## config.mk

```make
export PLATFORM = sky130hd
export DESIGN_NAME = sfb_flag_ops
export DESIGN_NICKNAME = d
export VERILOG_FILES = /design/src/logic/sfb_bit_write.v /design/src/logic/sfb_flag_ops.v
export VERILOG_INCLUDE_DIRS = /design/src /design/src/logic
export SDC_FILE = /design/constraint.sdc
export NUM_CORES = 1
export LEC_CHECK = 0
export ABC_AREA = 1
export ABC_CLOCK_PERIOD_IN_PS = 5300
export BUFFER_PORTS_ARGS = -buffer_cell sky130_fd_sc_hd__buf_2
export CORE_MARGIN = 2
export CORE_UTILIZATION = 28
export DETAILED_ROUTE_END_ITERATION = 8
export PLACE_DENSITY = 0.59
export SYNTH_ARGS = -nofsm -noshare
export SYNTH_HDL_FRONTEND = slang
export SYNTH_HIERARCHICAL = 1
export SYNTH_SLANG_ARGS = --single-unit
```

## constraint.sdc

```tcl
create_clock -name i_clock -period 5.3 [get_ports i_clock]
set_input_delay 0 -clock i_clock [delete_from_list [all_inputs] [get_ports i_clock]]
set_output_delay 0 -clock i_clock [all_outputs]
set_load 0.05 [all_outputs]
```

## src/logic/sfb_consts.vh

```
// Constants for the status flag bit operation block
`ifndef SFB_CONSTS_VH
`define SFB_CONSTS_VH

// ==========================================================
// Status register bit positions
`define SFB_BIT_C        3'd0
`define SFB_BIT_Z        3'd1
`define SFB_BIT_N        3'd2
`define SFB_BIT_V        3'd3
`define SFB_BIT_S        3'd4
`define SFB_BIT_H        3'd5
`define SFB_BIT_T        3'd6
`define SFB_BIT_I        3'd7
`define SFB_STATUS_RESET 8'h00

// ==========================================================
// Operation codes from the decoder
`define SFB_OP_W                    5
`define SFB_OP_NONE                 5'h00
`define SFB_OP_STATUS_BIT_SET       5'h01
`define SFB_OP_STATUS_BIT_CLEAR     5'h02
`define SFB_OP_REG_BIT_TO_TRANSFER  5'h03
`define SFB_OP_TRANSFER_TO_REG_BIT  5'h04
`define SFB_OP_CARRY_RAISE          5'h05
`define SFB_OP_CARRY_LOWER          5'h06
`define SFB_OP_NEGATIVE_RAISE       5'h07
`define SFB_OP_NEGATIVE_LOWER       5'h08
`define SFB_OP_ZERO_RAISE           5'h09
`define SFB_OP_ZERO_LOWER           5'h0a
`define SFB_OP_INTERRUPT_ENABLE     5'h0b
`define SFB_OP_INTERRUPT_DISABLE    5'h0c
`define SFB_OP_SIGN_RAISE           5'h0d
`define SFB_OP_SIGN_LOWER           5'h0e
`define SFB_OP_OVERFLOW_RAISE       5'h0f
`define SFB_OP_OVERFLOW_LOWER       5'h10
`define SFB_OP_TRANSFER_BIT_RAISE   5'h11
`define SFB_OP_TRANSFER_BIT_LOWER   5'h12
`define SFB_OP_HALF_CARRY_RAISE     5'h13
`define SFB_OP_HALF_CARRY_LOWER     5'h14

// ==========================================================
// Command word field positions
`define SFB_CMD_OP_LSB   0
`define SFB_CMD_IDX_LSB  8
`define SFB_CMD_VAL_LSB  16

// ==========================================================
// Register map (APB byte addresses)
`define SFB_ADDR_STATUS  12'h000
`define SFB_ADDR_CMD     12'h004
`define SFB_ADDR_RESULT  12'h008
`define SFB_ADDR_COUNT   12'h00c

`endif

```

## src/logic/sfb_bit_write.v

```verilog
// Single bit replace: writes one bit of a byte at a chosen index
`timescale 1ns/10ps
`default_nettype none
module sfb_bit_write #(
   parameter W = 8
) (
   input  wire [W-1:0] i_value,
   input  wire [2:0]   i_index,
   input  wire         i_bit,
   output reg  [W-1:0] o_value
);
   integer k;
   always @* begin
      o_value = i_value;
      for (k = 0; k < W; k = k + 1) begin
         if (i_index == k[2:0]) begin
            o_value[k] = i_bit;
         end
      end
   end
endmodule
`default_nettype wire

```

## src/logic/sfb_flag_ops.v

```verilog
// Status flag and bit transfer execution unit with an APB register view
// Notes on behaviour
// RULE_01 - Indexed status bit set/clear, one cycle
// RULE_02 - Register bit copied into transfer bit
// RULE_03 - Transfer bit copied into destination register bit
// RULE_04 - Carry raise/lower, carry only
// RULE_05 - Negative raise/lower, negative only
// RULE_06 - Zero raise/lower, zero only
// RULE_07 - Interrupt enable/disable flag, one cycle
// RULE_08 - Sign raise/lower, sign only
// RULE_09 - Overflow raise/lower, one cycle
// RULE_10 - Transfer bit raise/lower, one cycle
// RULE_11 - Half carry raise, others unchanged
// RULE_12 - Half carry lower, others unchanged
`timescale 1ns/10ps
`default_nettype none
`include "sfb_consts.vh"
module sfb_flag_ops #(
   parameter W = 8
) (
   input  wire                   i_clock,
   input  wire                   i_rst,
   input  wire                   i_op_valid,
   input  wire [`SFB_OP_W-1:0]   i_op,
   input  wire [2:0]             i_bit_index,
   input  wire [W-1:0]           i_reg_value,
   input  wire [11:0]            i_paddr,
   input  wire                   i_psel,
   input  wire                   i_penable,
   input  wire                   i_pwrite,
   input  wire [31:0]            i_pwdata,
   input  wire [3:0]             i_pstrb,
   output reg  [31:0]            o_prdata,
   output reg                    o_pready,
   output reg                    o_pslverr,
   output reg  [7:0]             o_status,
   output reg  [W-1:0]           o_reg_result,
   output reg                    o_reg_write,
   output reg                    o_done
);
   // ==========================================================
   // Operation select: core port wins over a software command
   reg                  sw_cmd_q;
   reg [`SFB_OP_W-1:0]  sw_op_q;
   reg [2:0]            sw_idx_q;
   reg [W-1:0]          sw_val_q;
   reg [15:0]           count_q;

   wire                 use_core = i_op_valid;
   wire                 go       = i_op_valid | sw_cmd_q;
   wire [`SFB_OP_W-1:0] op       = use_core ? i_op : sw_op_q;
   wire [2:0]           idx      = use_core ? i_bit_index : sw_idx_q;
   wire [W-1:0]         rval     = use_core ? i_reg_value : sw_val_q;

   // ==========================================================
   // Flag decode
   reg       wr_flag;
   reg [2:0] flag_pos;
   reg       flag_val;
   reg       wr_reg;
   always @* begin
      wr_flag  = 1'b1;
      flag_pos = idx;
      flag_val = 1'b0;
      wr_reg   = 1'b0;
      case (op)
         `SFB_OP_STATUS_BIT_SET: begin
            flag_val = 1'b1; // see RULE_01
         end
         `SFB_OP_STATUS_BIT_CLEAR: begin
            flag_val = 1'b0; // see RULE_01
         end
         `SFB_OP_REG_BIT_TO_TRANSFER: begin
            flag_pos = `SFB_BIT_T;
            flag_val = rval[idx]; // see RULE_02
         end
         `SFB_OP_TRANSFER_TO_REG_BIT: begin
            wr_flag = 1'b0; // see RULE_03
            wr_reg  = 1'b1;
         end
         `SFB_OP_CARRY_RAISE: begin
            flag_pos = `SFB_BIT_C;
            flag_val = 1'b1; // see RULE_04
         end
         `SFB_OP_CARRY_LOWER: begin
            flag_pos = `SFB_BIT_C; // see RULE_04
         end
         `SFB_OP_NEGATIVE_RAISE: begin
            flag_pos = `SFB_BIT_N;
            flag_val = 1'b1; // see RULE_05
         end
         `SFB_OP_NEGATIVE_LOWER: begin
            flag_pos = `SFB_BIT_N; // see RULE_05
         end
         `SFB_OP_ZERO_RAISE: begin
            flag_pos = `SFB_BIT_Z;
            flag_val = 1'b1; // see RULE_06
         end
         `SFB_OP_ZERO_LOWER: begin
            flag_pos = `SFB_BIT_Z; // see RULE_06
         end
         `SFB_OP_INTERRUPT_ENABLE: begin
            flag_pos = `SFB_BIT_I;
            flag_val = 1'b1; // see RULE_07
         end
         `SFB_OP_INTERRUPT_DISABLE: begin
            flag_pos = `SFB_BIT_I; // see RULE_07
         end
         `SFB_OP_SIGN_RAISE: begin
            flag_pos = `SFB_BIT_S;
            flag_val = 1'b1; // see RULE_08
         end
         `SFB_OP_SIGN_LOWER: begin
            flag_pos = `SFB_BIT_S; // see RULE_08
         end
         `SFB_OP_OVERFLOW_RAISE: begin
            flag_pos = `SFB_BIT_V;
            flag_val = 1'b1; // see RULE_09
         end
         `SFB_OP_OVERFLOW_LOWER: begin
            flag_pos = `SFB_BIT_V; // see RULE_09
         end
         `SFB_OP_TRANSFER_BIT_RAISE: begin
            flag_pos = `SFB_BIT_T;
            flag_val = 1'b1; // see RULE_10
         end
         `SFB_OP_TRANSFER_BIT_LOWER: begin
            flag_pos = `SFB_BIT_T; // see RULE_10
         end
         `SFB_OP_HALF_CARRY_RAISE: begin
            flag_pos = `SFB_BIT_H;
            flag_val = 1'b1; // see RULE_11
         end
         `SFB_OP_HALF_CARRY_LOWER: begin
            flag_pos = `SFB_BIT_H; // see RULE_12
         end
         default: begin
            wr_flag = 1'b0;
         end
      endcase
   end

   // ==========================================================
   // Bit replacement datapaths
   wire [7:0]   status_new;
   wire [W-1:0] reg_new;

   sfb_bit_write #(.W(8)) u_status_bit (
      .i_value (o_status),
      .i_index (flag_pos),
      .i_bit   (flag_val),
      .o_value (status_new)
   );

   sfb_bit_write #(.W(W)) u_reg_bit (
      .i_value (rval),
      .i_index (idx),
      .i_bit   (o_status[`SFB_BIT_T]),
      .o_value (reg_new)
   );

   // ==========================================================
   // APB decode; one wait state, pready registered from the first access-phase cycle
   wire apb_acc = i_psel & i_penable & ~o_pready;
   wire apb_wr  = apb_acc & i_pwrite;
   wire apb_rd  = apb_acc & ~i_pwrite;
   wire hit_st  = (i_paddr == `SFB_ADDR_STATUS);
   wire hit_cmd = (i_paddr == `SFB_ADDR_CMD);
   wire hit_res = (i_paddr == `SFB_ADDR_RESULT);
   wire hit_cnt = (i_paddr == `SFB_ADDR_COUNT);
   wire mapped  = hit_st | hit_cmd | hit_res | hit_cnt;
   // Software writes to status yield to a same-cycle instruction that writes a flag
   wire sw_st_wr = apb_wr & hit_st & i_pstrb[0] & ~(go & wr_flag);

   reg [31:0] rd_mux;
   always @* begin
      rd_mux = 32'h0000_0000;
      if (hit_st) begin
         rd_mux[7:0] = o_status;
      end
      if (hit_cmd) begin
         rd_mux[`SFB_CMD_OP_LSB +: `SFB_OP_W] = sw_op_q;
         rd_mux[`SFB_CMD_IDX_LSB +: 3]        = sw_idx_q;
         rd_mux[`SFB_CMD_VAL_LSB +: 8]        = sw_val_q[7:0];
      end
      if (hit_res) begin
         rd_mux[7:0] = o_reg_result[7:0];
      end
      if (hit_cnt) begin
         rd_mux[15:0] = count_q;
      end
   end

   // ==========================================================
   // Next values
   // Precedence is settled here once so the clocked blocks stay plain
   reg [7:0]    status_d;
   reg [W-1:0]  reg_result_d;
   reg [15:0]   count_d;
   reg          sw_cmd_d;
   reg [31:0]   prdata_d;

   always @* begin
      status_d = o_status;
      if (go & wr_flag) begin
         status_d = status_new; // see RULE_01
      end else if (sw_st_wr) begin
         status_d = i_pwdata[7:0];
      end
   end

   always @* begin
      reg_result_d = o_reg_result;
      if (go & wr_reg) begin
         reg_result_d = reg_new; // see RULE_03
      end
   end

   always @* begin
      count_d = count_q;
      if (go) begin
         count_d = count_q + 16'h0001;
      end
      // A clear that meets an op in the same cycle wins
      if (apb_wr & hit_cnt) begin
         count_d = 16'h0000;
      end
   end

   always @* begin
      sw_cmd_d = sw_cmd_q;
      // A pending software command waits while the core is busy
      if (sw_cmd_q & ~use_core) begin
         sw_cmd_d = 1'b0;
      end
      if (apb_wr & hit_cmd) begin
         sw_cmd_d = 1'b1;
      end
   end

   // Read data is held between reads so a late sample still sees it
   always @* begin
      prdata_d = o_prdata;
      if (apb_rd) begin
         prdata_d = rd_mux;
      end
   end

   // ==========================================================
   // Status register
   always @(posedge i_clock) begin
      if (i_rst) begin
         o_status <= `SFB_STATUS_RESET;
      end else begin
         o_status <= status_d;
      end
   end

   // ==========================================================
   // Register write-back and completion strobes
   always @(posedge i_clock) begin
      if (i_rst) begin
         o_reg_result <= {W{1'b0}};
         o_reg_write  <= 1'b0;
         o_done       <= 1'b0;
      end else begin
         o_reg_result <= reg_result_d;
         o_reg_write  <= go & wr_reg; // see RULE_03
         o_done       <= go;
      end
   end

   // ==========================================================
   // Software command word and op counter
   always @(posedge i_clock) begin
      if (i_rst) begin
         sw_cmd_q <= 1'b0;
         sw_op_q  <= `SFB_OP_NONE;
         sw_idx_q <= 3'h0;
         sw_val_q <= {W{1'b0}};
         count_q  <= 16'h0000;
      end else begin
         sw_cmd_q <= sw_cmd_d;
         count_q  <= count_d;
         if (apb_wr & hit_cmd) begin
            sw_op_q  <= i_pwdata[`SFB_CMD_OP_LSB +: `SFB_OP_W];
            sw_idx_q <= i_pwdata[`SFB_CMD_IDX_LSB +: 3];
            sw_val_q <= i_pwdata[`SFB_CMD_VAL_LSB +: W];
         end
      end
   end

   // ==========================================================
   // APB response: one wait state on every access
   always @(posedge i_clock) begin
      if (i_rst) begin
         o_prdata  <= 32'h0000_0000;
         o_pready  <= 1'b0;
         o_pslverr <= 1'b0;
      end else begin
         o_prdata  <= prdata_d;
         o_pready  <= apb_acc;
         o_pslverr <= apb_acc & ~mapped;
      end
   end
endmodule
`default_nettype wire

```

### Yosys cells after proc, flatten, opt, wreduce, memory -nomap -nowiden

Cells that the tools add are included.

| storage, ports and cells | value |
|---|---|
| flip-flop bits (word level) | 77 |
| bits of input ports | 70 |
| word-level logic and storage cells | 147 |

| cells by class | value |
|---|---|
| $add $sub $neg | 1 |
| $lt $le $gt $ge | 1 |
| eq/ne operators | 45 |
| multiplexer cells | 35 |
| bitwise gates (word level) | 22 |
| reduce and logical (&&, ||, !) cells | 24 |

Operator list:

| cell | count |
|---|---|
| 8-bit two-way mux | 6 |
| 5-bit by 4-bit == test with 1-bit output, second input constant | 8 |
| 5-bit == test, second input constant | 5 |
| 12-bit by 4-bit == test with 1-bit output, second input constant | 2 |
| 3-bit == test, second input constant | 8 |
| 3-bit one-hot mux with 8 select lines | 1 |
| 1-bit two-way mux | 21 |
| 5-bit by 3-bit == test with 1-bit output, second input constant | 4 |
| 19-bit OR reduction | 1 |
| 16-bit by 1-bit adder with 16-bit output, second input constant | 1 |
| 16-bit two-way mux | 1 |
| 2-bit by 1-bit inequality test with 1-bit output, second input constant | 8 |
| 2-bit AND reduction | 8 |
| 2-bit OR reduction | 8 |
| 1-bit AND | 13 |
| 12-bit by 3-bit == test with 1-bit output, second input constant | 1 |
| 3-bit by 2-bit == test with 1-bit output, second input constant | 4 |
| 12-bit zero test | 1 |
| 5-bit by 2-bit == test with 1-bit output, second input constant | 2 |
| 5-bit two-way mux | 2 |
| 9-bit OR reduction | 1 |
| 3-bit by 1-bit == test with 1-bit output, second input constant | 2 |
| 3-bit zero test | 2 |
| 3-bit two-way mux | 2 |
| 8 further kinds | 16 |

### Depth between registers and ports, before layout

Gate-level depths: netlist of run 1.

| depth | value |
|---|---|
| depth after elaboration | 9 |
| depth in mapped cells | 23 |
| depth with buffers taken out | 20 |

### By module

The synthesis of run 1 kept the hierarchy.

By module, submodules not included:

| module | instances | cells each | area each (sq um) |
|---|---|---|---|
| sfb_flag_ops | 1 | 587 | 4092.7 |
| sfb_bit_write | 2 | 40 | 221.5 |

### Worst setup path before layout of run 1

OpenSTA, ideal clock, no wires.

| timing | value |
|---|---|
| path type | register to register |
| start point | reg sw_op_q[0] |
| end point | reg o_status[7] |
| arrival | 1941 ps |
| data required time | 5168 ps |
| slack | 3226 ps |
| stages on the path, launching flop included | 19 |
| path buffers | 1 |
| clock period less this slack | 2074 ps |
| path through | dfxtp_1 inv_1 nand2_1 nand2_1 nand2_4 nand2_1 o21ai_0 or2_1 nor3_1 nand3_1 nand2_1 buf_6 nand3_2 nand2_1 o21ai_1 inv_1 nand3_1 nand2_1 a21oi_1 |

| on the way | value |
|---|---|
| elaborated cells between the ends (all ways) | 42 |
| classes of those cells | 21 x eq/ne; 6 x mux; 3 x bitwise; 12 x reduce/logical |

RTL lines:

| item | RTL line | source |
|---|---|---|
| from (decl) | sfb_flag_ops.v:44 | `` reg [`SFB_OP_W-1:0] sw_op_q; `` |
| from (signal assigned) | sfb_flag_ops.v:278 | `` sw_op_q <= `SFB_OP_NONE; `` |
| from (signal assigned) | sfb_flag_ops.v:286 | `` sw_op_q <= i_pwdata[`SFB_CMD_OP_LSB +: `SFB_OP_W]; `` |
| 5-bit two-way mux * | sfb_flag_ops.v:51 | `` wire [`SFB_OP_W-1:0] op = use_core ? i_op : sw_op_q; `` |
| 5-bit == test (tied with other cells) | sfb_flag_ops.v:66 | `case (op)` |
| 3-bit OR reduction (no line) or 2-bit OR reduction (tied branches) | -- |  |
| 3-bit one-hot mux with 8 select lines * | sfb_flag_ops.v:66 |  |
| net flag_pos[1] | sfb_flag_ops.v:58 | `reg [2:0] flag_pos;` |
| 3-bit == test * | sfb_bit_write.v:16 | `if (i_index == k[2:0]) begin` |
| 2-bit by 1-bit inequality test with 1-bit output (no line) * | -- |  |
| 2-bit AND reduction (no line) * | -- |  |
| to (signal assigned) | sfb_flag_ops.v:253 | `` o_status <= `SFB_STATUS_RESET; `` |
| to (signal assigned) | sfb_flag_ops.v:255 | `o_status <= status_d;` |
| to (decl) | sfb_flag_ops.v:36 | `output reg [7:0] o_status,` |

Mark *: on every way through the listed nets, which the timed path passes. The rest lies on a longest branch. The select of a mux whose other input is x is not followed.
A chain may end at the register's enable or synchronous reset.

### Final worst setup path of run 1

| timing | value |
|---|---|
| start point | reg sw_op_q[4] |
| end point | reg o_status[2] |

| on the way | value |
|---|---|
| elaborated cells between the ends (all ways) | 42 |
| classes of those cells | 21 x eq/ne; 6 x mux; 3 x bitwise; 12 x reduce/logical |

RTL lines:

| item | RTL line |
|---|---|
| 5-bit two-way mux * | sfb_flag_ops.v:51 |
| 5-bit == test (tied with other cells) | sfb_flag_ops.v:66 |
| 3-bit OR reduction (no line) or 2-bit OR reduction (tied branches) | -- |
| 3-bit one-hot mux with 8 select lines * | sfb_flag_ops.v:66 |
| net flag_pos[0] | sfb_flag_ops.v:58 |
| 3-bit by 2-bit == test with 1-bit output * | sfb_bit_write.v:16 |
| 2-bit by 1-bit inequality test with 1-bit output (no line) * | -- |
| 2-bit AND reduction (no line) * | -- |

Marked as above.

==> results.md, run 1 <==
- Core ar.: 0.0159 mm²
- Detail Route Antenna Nets: 0
- Grt ovf: 0
- Final #Nets: 834
- Element type at the critical path end: flip-flop
- CTS H-tree depth: 3
- Clk sinks: 77
- Met1 usage: 19.6%
- Post-synthesis sequential area ratio: 34.0%
- Hold Path Class: in -> reg
- Met2 Use GR: 24.9%
- N_diodes: 0
- Setup_tns: 0 ns
- Number of remaining DRC errors: 0
- Crit-path most repeated cell: nand2_1
- TritonCTS buffer count: 9
- Share of cells above drive strength 1: 22.5%
- TritonRoute pass-1 iters: 6
- Final hold violation count: 0
- Max rail drop VDD: 165 µV
- Rows: 46
- Power, Total: 0.00163 W
- Post-Synthesis Cells: 667
- Yosys Warn Count: 6
- Die W: 131 µm
- Tcrit/Tclk final: 50.3%
- I/O Buffers: 97
- Vias in the first global route: 4143
- Final RePlAce weighted congestion: 0.856
- Global-route wire length before repair: 21.1 mm
- Slowest stage delay, CP: 0.42 ns
- Mapped cell area: 0.00454 mm²
- Clock Tree Root: clkbuf_16
- Die Area: 0.0172 mm²
- Pwr Density: 292 mW/mm²
- Setup violations, final: 0
- Unrepaired setup endpoints after global routing: no
- Placed Instances: 950
- Area delta synth->final: 23.4%
- Worst setup SP type: flip-flop
- HPWL after DPL: 9.89 mm
- Outcome: completed
- Clock-pin slew on the worst setup and hold paths: 0.06 ns
- CP delay by family, top: simple AND/OR/NAND/NOR gates
- I/O pins: 122
- DRT iter0 DRCs: 289
- Max-slew headroom: 33.5%
- Post-layout instance area: 0.00560 mm²
- Initial Util: 28.6%
- Synth cell types: 43
- Tmin final: 2.67 ns
- Initial antenna violation count: 0
- Ys async rst share: 0%
- DRT Wirelength: 13.3 mm
- Lkg Pwr: 2.47 nW
- Most Crowded Layer GR: met2
- Global Route met3 Usage: 4.63%
- Largest net degree at the start of global routing: 49
- Die Height: 131 µm
- Vias per cell: 4.60
- Max clock buf depth: 2
- Final cell count without fillers: 984
- Clk_lat worst skew: 0.34 ns
- Slowest CP cell: nand2_1
- Post-synth top flop: dfxtp_1
- DP Area: 0.00508 mm²
- Fmax: 0.375 GHz
- Seq cells post-synth: 77
- Slew Viols, Final: 0
- Avg Cell Area, Syn: 6.80 µm²
- Max-cap violation count: 0
- Critical path fanouts, max: 9
- DR vias: 4530
- WL/cell: 13.5 µm
- Post-synth EDFFs: 0
- CP cell instances: nand2_1 -> nand2_2 -> inv_2 -> nand2_1 -> nor2_1 -> nor2_1 -> nand2_1 -> nor3b_2 -> nand3_1 -> nand2_1 -> inv_2 -> nand3_1 -> nand2_1 -> nand2_1 -> inv_1 -> nand3_1 -> nand2_1 -> a21oi_1
- Crit path buffers/inverters: 3
- CTS tree: yes
- Crit path DAT: 2.94 ns
- Clk_skew: 0.00686 ns
- Req. time, crit path: 5.58 ns
- Post-CTS setup buffers: 0
- All-layer global routing usage: 15.3%
- Worst Setup Path Type: reg -> reg
- Worst Tran Pin Value: 0.995 ns
-- layout by cell type, fill, tap and decap left out, types with 9 or more instances in the layout --
cell type	synthesis	routed
o21ai_0	68	68
clkbuf_16	0	9
nand3_1	54	54
nand4_1	17	17
nand2_2	10	10
inv_1	67	67
dfxtp_1	77	77
nor2_1	47	46
nand2_1	147	147
buf_2	4	97
a21oi_1	50	50
o211ai_1	13	13
dlygate4sd3_1	0	18
-- cells in the mapped netlist, types with 2 or more instances --
library cell,number,share of area (%)
o221a_2,8,2.0
xor2_1,3,0.58
nand3_2,3,0.66
dfxtp_1,77,34
nor4_1,2,0.28
nor2_8,2,0.88
clkbuf_1,18,1.5
a21oi_1,50,5.5
inv_1,67,5.5
or2_2,6,0.83
buf_6,9,2.2
nor2_2,5,0.69
nand2_2,10,1.4
nand2_4,6,1.5
nor3_1,7,0.77
nor2_1,47,3.9
inv_2,7,0.58
o221ai_1,2,0.39
buf_2,4,0.44
buf_4,8,1.3
o21ai_0,68,7.5
nand2_1,147,12
nand4_1,17,2.3
o21ai_1,7,0.77
inv_4,2,0.28
nor2_4,2,0.50
nand3_1,54,6.0
o211ai_1,13,2.2
or2_1,2,0.28
-- cells by family after synthesis --
group / count (synthesis) / synth area share [%]
AND/OR/NAND/NOR: 315 / 33.5
AO/OA/AOI/OAI: 151 / 18.8
flip-flops: 77 / 34.0
XOR/XNOR: 4 / 0.773
buffers and inverters: 118 / 12.6
other: 1 / 0.0827
adder cells (fa/ha/maj): 1 / 0.276
-- metal layers --
layer / wire length, µm / vias up
met3: 838 / 15
met4: 230 / 0
met2: 6020 / 128
met5: 0 / -
met1: 6200 / 2002
li1: - / 2385
-- cell type report --
type                            instances  area (µm²)
Clock buffer                           10         239
Fill cell                            1734       10300
Sequential cell                        77        1540
Timing Repair Buffer                  119         696
Multi-Input combinational cell        479        2450
Inverter                               77         302
Clock inverter                          6        95.1
Tap cell                              216         270
-- final timing paths --
| path | cells after the start | slack, ns | endpoint | startpoint |
|---|---|---|---|---|
| worst min-delay path | 5 | 0.02 | o_status[7] | i_pwdata[7] |
| worst min register to register | 2 | 0.46 | sw_cmd_q | sw_cmd_q |
| worst max-delay path | 18 | 2.63 | o_status[2] | sw_op_q[4] |
| worst max register to register | 18 | 2.63 | o_status[2] | sw_op_q[4] |
-- worst reg2reg max path, stage by stage (launching register included) --
cell and delay [ns]:
dfxtp_1 0.35, nand2_1 0.10, nand2_2 0.18, inv_2 0.11
nand2_1 0.13, nor2_1 0.05, nor2_1 0.17, nand2_1 0.12
nor3b_2 0.24, nand3_1 0.10, nand2_1 0.42, inv_2 0.11
nand3_1 0.10, nand2_1 0.07, nand2_1 0.06, inv_1 0.04
nand3_1 0.06, nand2_1 0.07, a21oi_1 0.12
-- state kept, by name, summed over array words and instances, names as in the netlist --
name          cells
o_status          8
o_pready          1
sw_val_q          8
o_reg_write       1
sw_op_q           5
sw_cmd_q          1
o_pslverr         1
sw_idx_q          3
o_done            1
o_reg_result      8
o_prdata         24
count_q          16
-- timing repair --
item                                   in CTS  in global routing
hold buffers                               18                  0
resized for setup                           0                  0
endpoints found under the hold margin      18                  0
-- through the flow --
step	utilization (%)	hold WS [ns]	setup slack (ns)
floorplan	-	0.0691	3.23
global placement	32.0	0.280	2.46
detailed placement	32.0	0.286	2.43
CTS	35.2	0.00800	2.67
global route	35.2	0.0367	2.34
finish	35.2	0.0159	2.63
-- power by group --
group / leakage (nW) / internal (W) / switching, W
combinational: 1.69 / 0.0000963 / 0.000229
sequential: 0.626 / 0.000599 / 0.0000195
clock: 0.157 / 0.000429 / 0.000260
Power figures use the tool's default switching activity.
==> run 2: changes to the inputs <==
Settings changed: ABC_CLOCK_PERIOD_IN_PS 5300 to 2700.
Clock period 5.3 ns to 2.7 ns, I/O delays scaled along.
==> results.md, run 2 (synthesized netlist as in run 1, its figures left out) <==
- Number of remaining DRC errors: 0
- Max-slew headroom: 64.1%
- Slowest CP cell: dfxtp_1
- Rows: 46
- Commonest non-fill, non-tap cell in the layout: nand2_1
- Initial antenna violation count: 0
- Worst setup SP type: flip-flop
- Slowest stage delay, CP: 0.38 ns
- Cell internal pwr: 0.00221 W
- Share of cells above drive strength 1: 23.5%
- Final cell count without fillers: 994
- Global Route met3 Usage: 4.05%
- Worst Setup Path Type: reg -> reg
- Post-CTS setup buffers: 0
- Fillers: 1726
- Worst Tran Pin Value: 0.535 ns
- Clk_skew: 0.00583 ns
- Combinational Power Share: 20.7%
- DR vias: 4619
- Tmin final: 2.41 ns
- Unrepaired setup endpoints after global routing: no
- Flop pwr share: 37.9%
- Element type at the critical path end: flip-flop
- Clk sinks: 77
- Switch Pwr: 0.000979 W
- Vias per cell: 4.65
- Placed Instances: 960
- Clock-pin slew on the worst setup and hold paths: 0.06 ns
- Detail Route Antenna Nets: 0
- HPWL after DPL: 10.1 mm
- Core ar.: 0.0159 mm²
- Highest-count cells in the layout ignoring fill and taps: nand2_1 (147), buf_2 (97), dfxtp_1 (77)
- Most flop-heavy register: o_prdata
- Clk network pwr share: 41.4%
- N_diodes: 0
- TritonCTS buffer count: 9
- CTS tree: yes
- Hold Path Class: in -> reg
- Die Area: 0.0172 mm²
- I/O Buffers: 97
- Sw frac: 30.7%
- TritonRoute pass-1 iters: 5
- Clock Tree Root: clkbuf_16
- Max-cap violation count: 0
- Pwr Density: 563 mW/mm²
- Met1 usage: 19.7%
- DRT Wirelength: 13.3 mm
- Crit path DAT: 2.68 ns
- Largest registers: o_prdata: 24 flops, count_q: 16 flops
- Largest net degree at the start of global routing: 49
- I/O pins: 122
- Initial Util: 28.6%
- Slew Viols, Final: 0
- Setup violations, final: 0
- Setup_tns: 0 ns
- Max clock buf depth: 2
- Register Area: 0.00154 mm²
- Die W: 131 µm
- Multi-input gate area: 0.00246 mm²
- Fmax: 0.415 GHz
- Vias in the first global route: 4231
- Most Crowded Layer GR: met2
- Tcrit/Tclk final: 89.3%
- Clk_lat worst skew: 0.34 ns
- Outcome: completed
- Final RePlAce weighted congestion: 0.821
- Max rail drop VDD: 346 µV
- Lkg Pwr: 2.52 nW
- Area delta synth->final: 25.1%
- Crit-path most repeated cell: nand2_1
- DRT iter0 DRCs: 254
- WL/cell: 13.4 µm
- Die Height: 131 µm
- Req. time, crit path: 2.97 ns
- Max reg flops: 24
- Global-route wire length before repair: 21.5 mm
- Met2 Use GR: 25.8%
- All-layer global routing usage: 15.5%
- Final #Nets: 845
- CTS H-tree depth: 3
- CP cell instances: nand2_1 -> nand2_2 -> inv_2 -> nand2_1 -> nor2_1 -> nor2_1 -> nand2_1 -> nor3b_2 -> nand3_1 -> nand3_1 -> buf_4 -> inv_4 -> nand3_1 -> nand2_1 -> nand2_1 -> inv_1 -> nand3_1 -> nand2_1 -> a21oi_1
- Critical path fanouts, max: 9
- Final hold violation count: 0
- Grt ovf: 0
==> run 2: cell count changes in the layout (fill, tap and decap cells not counted), sizes merged <==
cell,before,now
clkinv,1,0
dlygate4sd3,18,19
buf,101,111
==> run 2: timing repair <==
action                                 4_1_cts  5_1_grt
setup endpoints to repair                    0        5
resized for setup                            0        1
hold buffers                                19        0
endpoints found under the hold margin       19        0
==> run 2: final timing paths <==
kind / slack (ns) / start / end / cells past startpoint
setup / recovery: 0.29 / sw_op_q[4] / o_status[2] / 19
setup reg to reg: 0.29 / sw_op_q[4] / o_status[2] / 19
hold reg to reg: 0.46 / sw_cmd_q / sw_cmd_q / 2
hold / removal: 0.04 / i_penable / o_pready / 5
==> run 2: layer usage <==
layer / part of all wire [%] / vias up
li1: - / 2404
met1: 47 / 2082
met2: 46 / 117
met3: 5.3 / 16
met4: 1.6 / 0
met5: 0 / -
==> run 2: cell type report <==
cell class | instances | area share (%)
Inverter | 77 | 5.31
Clock buffer | 10 | 4.21
Timing Repair Buffer | 130 | 13.8
Multi-Input combinational cell | 479 | 43.3
Clock inverter | 5 | 1.48
Sequential cell | 77 | 27.2
Tap cell | 216 | 4.76
==> run 2: worst max-delay path, delay by kind of cell (launching register included) <==
family / cells / cell delay [ns]
buffers and inverters: 4 / 0.39
AO/OA/AOI/OAI: 1 / 0.11
flip-flops: 1 / 0.38
AND/OR/NAND/NOR: 14 / 1.45
==> run 2: power groups by stage <==
stage / sequential (W) / clock [W] / combinational, W
2_1_floorplan: 0.00135 / 0 / 0.000378
3_3_place_gp: 0.00123 / 0 / 0.000634
3_5_place_dp: 0.00123 / 0 / 0.000636
4_1_cts: 0.00121 / 0.00135 / 0.000659
5_1_grt: 0.00121 / 0.00140 / 0.000727
6_report: 0.00121 / 0.00132 / 0.000661
==> run 2: through the flow <==
stage	instance area (µm²)	hold WS [ns]	total power (W)	worst slack (ns)	util [%]
2_1_floorplan	4560	0.0691	0.00173	0.626	-
3_3_place_gp	5160	0.280	0.00187	0.334	32.5
3_5_place_dp	5160	0.284	0.00187	0.297	32.5
4_1_cts	5670	0.0285	0.00322	0.315	35.7
5_1_grt	5680	0.0446	0.00334	0.00196	35.7
6_report	5680	0.0398	0.00319	0.289	35.7
==> run 3: changes to the inputs <==
Settings changed: BUFFER_PORTS_ARGS -buffer_cell sky130_fd_sc_hd__buf_2 to default, DONT_BUFFER_PORTS from default to 1, HOLD_SLACK_MARGIN from default to 0.06, PLACE_DENSITY 0.59 to 0.52.
==> results.md, run 3 (synthesized netlist as in run 1, its figures left out) <==
- Largest registers: o_prdata: 24 flops, count_q: 16 flops
- All-layer global routing usage: 15.8%
- Max-cap violation count: 0
- Hold Path Class: in -> reg
- Tmin final: 2.40 ns
- Detail Route Antenna Nets: 0
- Pwr Density: 601 mW/mm²
- Core ar.: 0.0159 mm²
- Hold WS: 0.0579 ns
- Worst r2r path cells: 18
- TritonRoute pass-1 iters: 4
- N_diodes: 0
- Hold path cells: 4
- Worst Setup Path Type: reg -> reg
- Number of remaining DRC errors: 0
- Clk_lat worst skew: 0.34 ns
- Setup_tns: 0 ns
- Share of cells above drive strength 1: 13.1%
- Worst Tran Pin Value: 0.670 ns
- Crit path DAT: 2.59 ns
- I/O pins: 122
- Worst Hold End: o_pslverr
- Outcome: completed
- DRT Wirelength: 13.5 mm
- Final RePlAce weighted congestion: 0.843
- Clk sinks: 77
- Req. time, crit path: 2.89 ns
- Most flop-heavy register: o_prdata
- Clock Tree Root: clkbuf_16
- DP Area: 0.00469 mm²
- Initial Util: 28.6%
- Commonest non-fill, non-tap cell in the layout: nand2_1
- Setup violations, final: 0
- CTS H-tree depth: 3
- Die Height: 131 µm
- Vias in the first global route: 4012
- Max reg flops: 24
- Final #Nets: 753
- Grt ovf: 0
- HPWL after DPL: 10.1 mm
- Post-CTS setup buffers: 0
- Max clock buf depth: 2
- Unrepaired setup endpoints after global routing: no
- Lkg Pwr: 2.12 nW
- Worst r2r dst: o_status[5]
- Initial antenna violation count: 0
- Worst setup SP type: flip-flop
- DR vias: 4263
- Highest-count cells in the layout ignoring fill and taps: nand2_1 (146), dfxtp_1 (77), o21ai_0 (68)
- Power, Total: 0.00317 W
- WL/cell: 15.0 µm
- Hold Crit Start: i_paddr[4]
- Post-layout instance area: 0.00527 mm²
- Max rail drop VDD: 329 µV
- Critical path fanouts, max: 7
- Rows: 46
- Final hold violation count: 0
- Die Area: 0.0172 mm²
- CTS tree: yes
- Tcrit/Tclk final: 88.9%
- Global-route wire length before repair: 21.8 mm
- Area delta synth->final: 16.2%
- Die W: 131 µm
- DRT iter0 DRCs: 232
- Largest net degree at the start of global routing: 49
- Slew Viols, Final: 0
- Worst reg2reg setup slack: 0.30 ns
- TritonCTS buffer count: 9
- Vias per cell: 4.72
- Element type at the critical path end: flip-flop
- Clk_skew: 0.0121 ns
- Max-slew headroom: 55.2%
- Fmax: 0.416 GHz
- Clock-pin slew on the worst setup and hold paths: 0.06 ns
- I/O Buffers: 0
- Critical R2R Launch: sw_op_q[0]
[run 3: layer usage]
layer / share of wire [%] / wire, µm / up-vias / GRT usage, %
met5: 0 / 0 / - / 0
met4: 1.5 / 204 / 0 / 3.99
met3: 8.6 / 1160 / 13 / 5.48
met2: 44 / 5940 / 136 / 24.7
met1: 46 / 6200 / 1895 / 20.9
li1: - / - / 2219 / -
[run 3: how the worst max path moves through the flow]
stage | start | slack, ns | to
floorplan | sw_op_q[0] | 0.63 | o_status[7]
global placement | sw_op_q[4] | 0.18 | o_status[0]
detailed placement | sw_op_q[0] | 0.18 | o_status[0]
CTS | sw_op_q[0] | 0.14 | o_status[7]
global route | sw_op_q[0] | 0.01 | o_status[2]
finish | sw_op_q[0] | 0.30 | o_status[5]
[run 3: timing repair]
item                                   in CTS  in global routing
endpoints found under the hold margin      40                  0
setup endpoints to repair                   0                  7
resized for setup                           0                  4
hold buffers                               23                  0
[run 3: stage by stage]
stage / instances / setup slack [ns] / util [%]
CTS: 903 / 0.144 / 33.1
detailed placement: 864 / 0.180 / 29.5
finish: 903 / 0.299 / 33.2
global route: 903 / 0.0134 / 33.2
global placement: 864 / 0.178 / 29.5
floorplan: 674 / 0.626 / -
[run 3: final cells by class]
| class | count | area [µm²] |
|---|---|---|
| Clock inverter | 6 | 93.8 |
| Timing Repair Buffer | 38 | 355 |
| Multi-Input combinational cell | 479 | 2470 |
| Tap cell | 216 | 270 |
| Clock buffer | 10 | 239 |
| Fill cell | 1756 | 10600 |
| Sequential cell | 77 | 1540 |
| Inverter | 77 | 302 |
[run 3: power breakdown]
group / total, W / switching [W] / internal, W
clock network: 0.00135 / 0.000505 / 0.000845
logic: 0.000472 / 0.000301 / 0.000171
registers: 0.00134 / 0.000170 / 0.00118
[run 3: critical path, stage by stage (launching register included)]
cell and delay (ns):
dfxtp_1 0.32, inv_1 0.10, nand2_1 0.06, nand2_1 0.14, nand2_4 0.08, nand2_1 0.07, o21ai_0 0.11, or2_1 0.27
nor3_2 0.19, nand3_1 0.12, nand2_2 0.19, buf_4 0.16, nand3_1 0.07, nand2_1 0.07, nand2_1 0.06, inv_1 0.05
nand3_1 0.06, nand2_1 0.07, a21oi_1 0.05
